===== config.mk =====
export PLATFORM = sky130hd
export DESIGN_NAME = vbr_requester
export DESIGN_NICKNAME = d
export VERILOG_FILES = /design/src/design/vbr_pkg.sv /design/src/design/vbr_requester.sv
export SDC_FILE = /design/constraint.sdc
export NUM_CORES = 1
export LEC_CHECK = 0
export BUFFER_PORTS_ARGS = -buffer_cell sky130_fd_sc_hd__buf_2
export CAP_MARGIN = 30
export CELL_PAD_IN_SITES_DETAIL_PLACEMENT = 1
export CELL_PAD_IN_SITES_GLOBAL_PLACEMENT = 2
export CORE_MARGIN = 2
export CORE_UTILIZATION = 33
export CTS_CLUSTER_DIAMETER = 60
export DETAILED_ROUTE_END_ITERATION = 10
export PLACE_DENSITY = 0.94
export SYNTH_ARGS = -nofsm -noshare
export SYNTH_HDL_FRONTEND = slang
export SYNTH_SLANG_ARGS = --single-unit
export TNS_END_PERCENT = 30

===== constraint.sdc =====
create_clock -name ref_clk -period 3 [get_ports ref_clk]
set_clock_uncertainty 0.05 [all_clocks]
set_input_delay 0.9 -clock ref_clk [delete_from_list [all_inputs] [get_ports ref_clk]]
set_output_delay 0.9 -clock ref_clk [all_outputs]
set_load 0.005 [all_outputs]

===== src/design/vbr_pkg.sv =====
/*
  Package for the backplane requester and configuration block: address constants,
  requester level defaults and the carrier structs for the grant chain.
  Assumes a single 25 MHz clock domain.
*/
`default_nettype none

package vbr_pkg;

  localparam int unsigned LA_WIDTH    = 8;
  localparam logic [7:0]  LA_RESMGR   = 8'h00;
  localparam logic [7:0]  LA_DYNAMIC  = 8'hff;
  localparam logic [7:0]  LA_DEFAULT  = 8'hff;
  localparam int unsigned NUM_LEVELS  = 4;
  localparam logic [1:0]  REQ_LEVEL_DEFAULT = 2'h3;
  localparam logic [31:0] SIG_ADDR_DEFAULT = 32'h0000_0000;

  // Active-low grant and bus request lines, one bit per level; seven interrupt request lines
  typedef struct packed {
    logic [3:0] grantInN;
  } vbr_chain_in_t;

  typedef struct packed {
    logic [3:0] grantOutN;
    logic [3:0] busReqN;
    logic [6:0] irqReqN;
  } vbr_chain_out_t;

  typedef enum logic [2:0] {
    ST_IDLE  = 3'b001,
    ST_REQ   = 3'b010,
    ST_WRITE = 3'b100
  } vbr_state_t;

endpackage : vbr_pkg

`default_nettype wire


===== src/design/vbr_requester.sv =====
/*
  Requester and configuration logic of a backplane instrument card: logical
  address capture from switches, level-selectable bus request with grant
  daisy-chain, and signal-word delivery to the commander as bus master.
  Assumes the arbiter and bus cycle engine outside; switch and grant pins are
  asynchronous and are synchronised here.
*/
// Contract
// - Address from eight switches, bit0 first
// - Address zero reserved for resource manager (code flags it on addrIllegal but still takes it as logicalAddr)
// - Address 255 selects dynamic address
// - Default switch setting is 255
// - Events sent as signal writes
// - Never drive interrupt request lines
// - Default request level three
// - Unused grant levels passed straight through
`default_nettype none

module vbr_requester
  import vbr_pkg::*;
#(
  parameter logic [1:0] REQ_LEVEL = REQ_LEVEL_DEFAULT
) (
  input  wire logic           ref_clk,
  input  wire logic           rstn,
  input  wire logic [7:0]     laSwitch,
  input  wire logic [7:0]     dynAddr,
  input  wire logic           dynAddrValid,
  input  wire logic           masterEnable,
  input  wire logic [15:0]    eventWord,
  input  wire logic           eventValid,
  output logic                eventReady,
  input  wire vbr_chain_in_t  chainIn,
  output var vbr_chain_out_t  chainOut,
  output logic [7:0]          logicalAddr,
  output logic                dynamicMode,
  output logic                addrIllegal,
  output logic                sigWriteValid,
  output logic [15:0]         sigWriteData,
  input  wire logic           sigWriteDone
);

  ////////////////////////////////////////////////////////////////////////////
  // Synchronisers for switch and grant pins

  logic [7:0] swMeta_q;
  logic [7:0] swSync_q;
  logic [3:0] bgMeta_q;
  logic [3:0] bgSync_q;

  always_ff @(posedge ref_clk or negedge rstn) begin
    if (!rstn) begin
      swMeta_q <= LA_DEFAULT;
      swSync_q <= LA_DEFAULT;
      bgMeta_q <= 4'hf;
      bgSync_q <= 4'hf;
    end else begin
      swMeta_q <= laSwitch;
      swSync_q <= swMeta_q;
      bgMeta_q <= chainIn.grantInN;
      bgSync_q <= bgMeta_q;
    end
  end

  ////////////////////////////////////////////////////////////////////////////
  // Logical address

  logic [7:0] la_q;
  logic       dyn_q;

  always_ff @(posedge ref_clk or negedge rstn) begin
    if (!rstn) begin
      la_q  <= LA_DEFAULT;
      dyn_q <= 1'b1;
    end else if (swSync_q == LA_DYNAMIC) begin
      dyn_q <= 1'b1;
      if (dynAddrValid) begin
        la_q <= dynAddr;
      end
    end else begin
      // binary switch value, bit 0 first
      dyn_q <= 1'b0;
      la_q  <= swSync_q;
    end
  end

  assign logicalAddr = la_q;
  assign dynamicMode = dyn_q;
  assign addrIllegal = (swSync_q == LA_RESMGR);

  ////////////////////////////////////////////////////////////////////////////
  // Requester state machine

  vbr_state_t state_q;
  logic [15:0] data_q;
  logic        ownGrant;

  assign ownGrant = ~bgSync_q[REQ_LEVEL];

  always_ff @(posedge ref_clk or negedge rstn) begin
    if (!rstn) begin
      state_q <= ST_IDLE;
      data_q  <= 16'h0000;
    end else begin
      unique case (state_q)
        ST_IDLE: begin
          if (eventValid && masterEnable) begin
            data_q  <= eventWord;
            state_q <= ST_REQ;
          end
        end
        ST_REQ: begin
          if (ownGrant) begin
            state_q <= ST_WRITE;
          end
        end
        ST_WRITE: begin
          if (sigWriteDone) begin
            state_q <= ST_IDLE;
          end
        end
        default: state_q <= ST_IDLE;
      endcase
    end
  end

  assign eventReady    = (state_q == ST_IDLE) && masterEnable;
  assign sigWriteValid = (state_q == ST_WRITE);
  assign sigWriteData  = data_q;

  ////////////////////////////////////////////////////////////////////////////
  // Bus request and grant chain

  logic [3:0] grantOut_q;
  logic [3:0] busReq_q;
  logic       pending;

  assign pending = (state_q != ST_IDLE);

  generate
    for (genvar i = 0; i < NUM_LEVELS; i++) begin : g_lvl
      always_ff @(posedge ref_clk or negedge rstn) begin
        if (!rstn) begin
          grantOut_q[i] <= 1'b1;
          busReq_q[i]   <= 1'b1;
        end else if (i == int'(REQ_LEVEL)) begin
          busReq_q[i]   <= ~(state_q == ST_REQ);
          grantOut_q[i] <= pending ? 1'b1 : bgSync_q[i];
        end else begin
          busReq_q[i]   <= 1'b1;
          grantOut_q[i] <= bgSync_q[i];
        end
      end
    end
  endgenerate

  assign chainOut = '{grantOutN: grantOut_q, busReqN: busReq_q, irqReqN: 7'h7f};
endmodule : vbr_requester

`default_nettype wire


==> reports/metrics.yaml <==
detailed_routing:
  ant_nets: 0
  detail_route.vias_per_cell: 4.463
  wl_per_cell_um: 13.52
  wirelength_um: 4002
  drc: 0
  firstDrtPassIters: 2
  vias: 1321
  drt-initial-drc-count: 33
placement:
  gp_congestion: 0.6811
  place_hpwl_um: 3021
  dpl_cell_area_um2: 2514
  dp_cells: 280
  portBuffers: 74
critical_path:
  ff2ff_setup_slack_ns: 1.36
  cp-start-kind: "flop"
  critical_path_class: "flop to output port"
  required_ns: 2.05
  r2r_end: "logicalAddr[5]"
  reg2reg_depth: 3
  critical_path.max_stage_delay_ns: 0.51
  cp_slowest_cell: "or4_1"
  cp_max_fo: 3
  critical_path_arrival_ns: 1.45
  end_kind: "output port"
  path_cells: "or4_1 -> nor2_1 -> buf_2"
  timing.rr.start: "swSync_q[3]"
global_routing:
  grt_overflow: 0
  grt_max_degree: 31
  grt_pass1_vias: 1488
  grt_antenna_before_repair: 1
  grtUsageTotal_pct: 12.19
  grt_first_pass_wirelength_um: 6713
power:
  p_clk_share_pct: 40.8
  ir_drop_mv: 0.3534
  seq_power_share_pct: 46.9
  pwr-share-comb_pct: 12.3
  p_switching_uw: 432.8
  total_power_uw: 1967
  intPower_uw: 1534
  p_leak_uw: 0.001308
  powerDensity_nw_per_um2: 717.0
  power_switching_share_pct: 22.01
timing:
  fin_setup_tns_ns: 0
  drv_slew: 0
  slew_headroom_pct: 57.21
  setup_viol: 0
  worstMarginPinSlew_ns: 0.6418
  post-route-min-period_ns: 2.396
  post-route-period-util_pct: 79.87
  fmax_mhz: 417.3
  grt_setup_unrepaired: "false"
  finalHoldViolCount: 0
clocking:
  htreeDepth: 3
  numCtsBuffers: 9
  cts-resized-gates: 0
  tritoncts: "yes"
  cts_hold_buffers: 0
  post_cts_buffers: 0
  clkLatencyLatePin_ns: 0.32
  cts_num_sinks: 57
  ctsRootBufferMaster: "clkbuf_8"
  cts.clk_slew.worst_paths_ns: 0.06
  clk_path_buf_depth: 2
hold_path:
  min_path_type: "flop to flop"
  min_to: "swSync_q[1]"
  min_from: "swMeta_q[1]"
  holdPathStages: 0
yosys:
  synth_edf_count: 0
  seq_area_frac_synth_pct: 70.10
  async_flop_share_pct: 100.0
  ys_seq_elements: 57
  synthTopCellsByArea: "dfstp_2 49%, dfrtp_1 21%, mux2_4 7.1%"
  syn-cell-area_um2: 2105
  synth_ff_type: "dfstp_2"
  synthCells: 134
  ys.warnings.count: 0
  yosysUniqueCellTypes: 28
  synth_top_area_share_pct: 48.69
  yosys.area.top_type: "dfstp_2"
  syn_avg_cell_area_um2: 15.71
layout:
  layout.nets: 256
  drive_gt1_share_pct: 68.04
  area.growth.synth_to_final_pct: 30.32
  n_fill_cell: 691
  design_area_um2: 2743
  num_antenna_cells: 0
  stdcell_count: 296
floorplan:
  core-area_um2: 6241
  num_rows: 29
  fp.dieW_um: 83.86
  die-area_um2: 7033
  die_h_um: 83.86
  start_util_pct: 33.72
  io-pin-count: 85
run_status:
  status: "finished, final reports clean"
job:
  max-cap-violations: 0
==> cell type report <==
cell class                 instances  area (um^2)  area share, %
clock buffer                      11        151.4          5.520
clock inverter                     5        77.57          2.828
multi-input combinational         71        551.8          20.12
sequential                        57         1475          53.79
tap                               77        96.34          3.513
timing repair buffer              75        390.4          14.23
==> power by group through the flow <==
stage / Sequential [uW] / Combinational [uW] / Clock (uW)
final: 923 / 241 / 803
after global routing: 935 / 265 / 868
after CTS: 925 / 247 / 834
after detailed placement: 935 / 247 / 0
after global placement: 933 / 237 / 0
after floorplan: 937 / 119 / 0
==> state kept, by name, summed over array words and instances (netlist names) <==
register / count
swSync_q: 8
state_q: 3
bgSync_q: 4
logicalAddr: 8
chainOut: 5
swMeta_q: 8
sigWriteData: 16
dynamicMode: 1
bgMeta_q: 4
==> kinds of logic (layout without fill, tap and decap cells) <==
kind of cell           count (synthesis)  in the layout  synth area share, %
other                                  1             10               0.1782
multiplexers                          16             16                10.34
AO/OA/AOI/OAI                         11             11                4.162
buffers and inverters                 15             91                5.291
flip-flops                            57             57                70.09
AND/OR/NAND/NOR                       34             34                9.930
==> per-stage QoR <==
| stage | setup slack (ns) | hold slack, ns | utilization [%] |
|---|---|---|---|
| 3_5_place_dp | 0.7435 | 0.2969 | 40.28 |
| 2_1_floorplan | 0.9983 | 0.2952 | - |
| 4_1_cts | 0.5630 | 0.3043 | 43.95 |
| 3_3_place_gp | 0.7578 | 0.2954 | 40.28 |
| 5_1_grt | 0.4633 | 0.3089 | 43.95 |
| 6_report | 0.6038 | 0.3024 | 43.95 |
==> metal layers <==
metal / share of wire [%] / track usage (%) / vias to the layer above
li1: - / - / 603
met1: 38 / 13.62 / 645
met2: 49 / 19.42 / 60
met3: 11 / 5.836 / 11
met4: 1.9 / 6.158 / 2
met5: 0.40 / 0 / -
==> synth_stat cells, types with 2 or more instances <==
| master | count |
|---|---|
| nand3b_1 | 2 |
| or4_1 | 2 |
| mux2_2 | 6 |
| buf_4 | 10 |
| nor2_1 | 2 |
| dfstp_2 | 39 |
| nand2_1 | 8 |
| and4_1 | 2 |
| a21oi_1 | 2 |
| buf_6 | 2 |
| nand3_1 | 8 |
| mux2_4 | 10 |
| dfrtp_1 | 18 |
| buf_2 | 2 |
| a22o_1 | 8 |
==> worst max path at each step <==
stage / to / startpoint / slack (ns)
2_1_floorplan: eventReady / masterEnable / 1.0
3_3_place_gp: eventReady / masterEnable / 0.76
3_5_place_dp: eventReady / masterEnable / 0.74
4_1_cts: addrIllegal / swSync_q[4] / 0.56
5_1_grt: addrIllegal / swSync_q[4] / 0.46
6_report: addrIllegal / swSync_q[4] / 0.60
==> critical path, delay by kind of cell (launching register included) <==
kind | cells | cell delay, ns
AND/OR/NAND/NOR | 2 | 0.63
flip-flops | 1 | 0.37
buffers and inverters | 1 | 0.12
==> placed cells by master, fill, tap and decap left out, types with 2 or more instances in the layout <==
cell and count:
conb_1 10, nand3b_1 2, dfrtp_1 18, nand3_1 8, and4_1 2, buf_2 74, clkinv_2 2, bufinv_16 2
or4_1 2, dfstp_2 39, nand2_1 8, mux2_2 6, clkbuf_8 11, a22o_1 8, a21oi_1 2, nor2_1 2
mux2_4 10
Note: power is estimated with default switching activity, not from simulation.
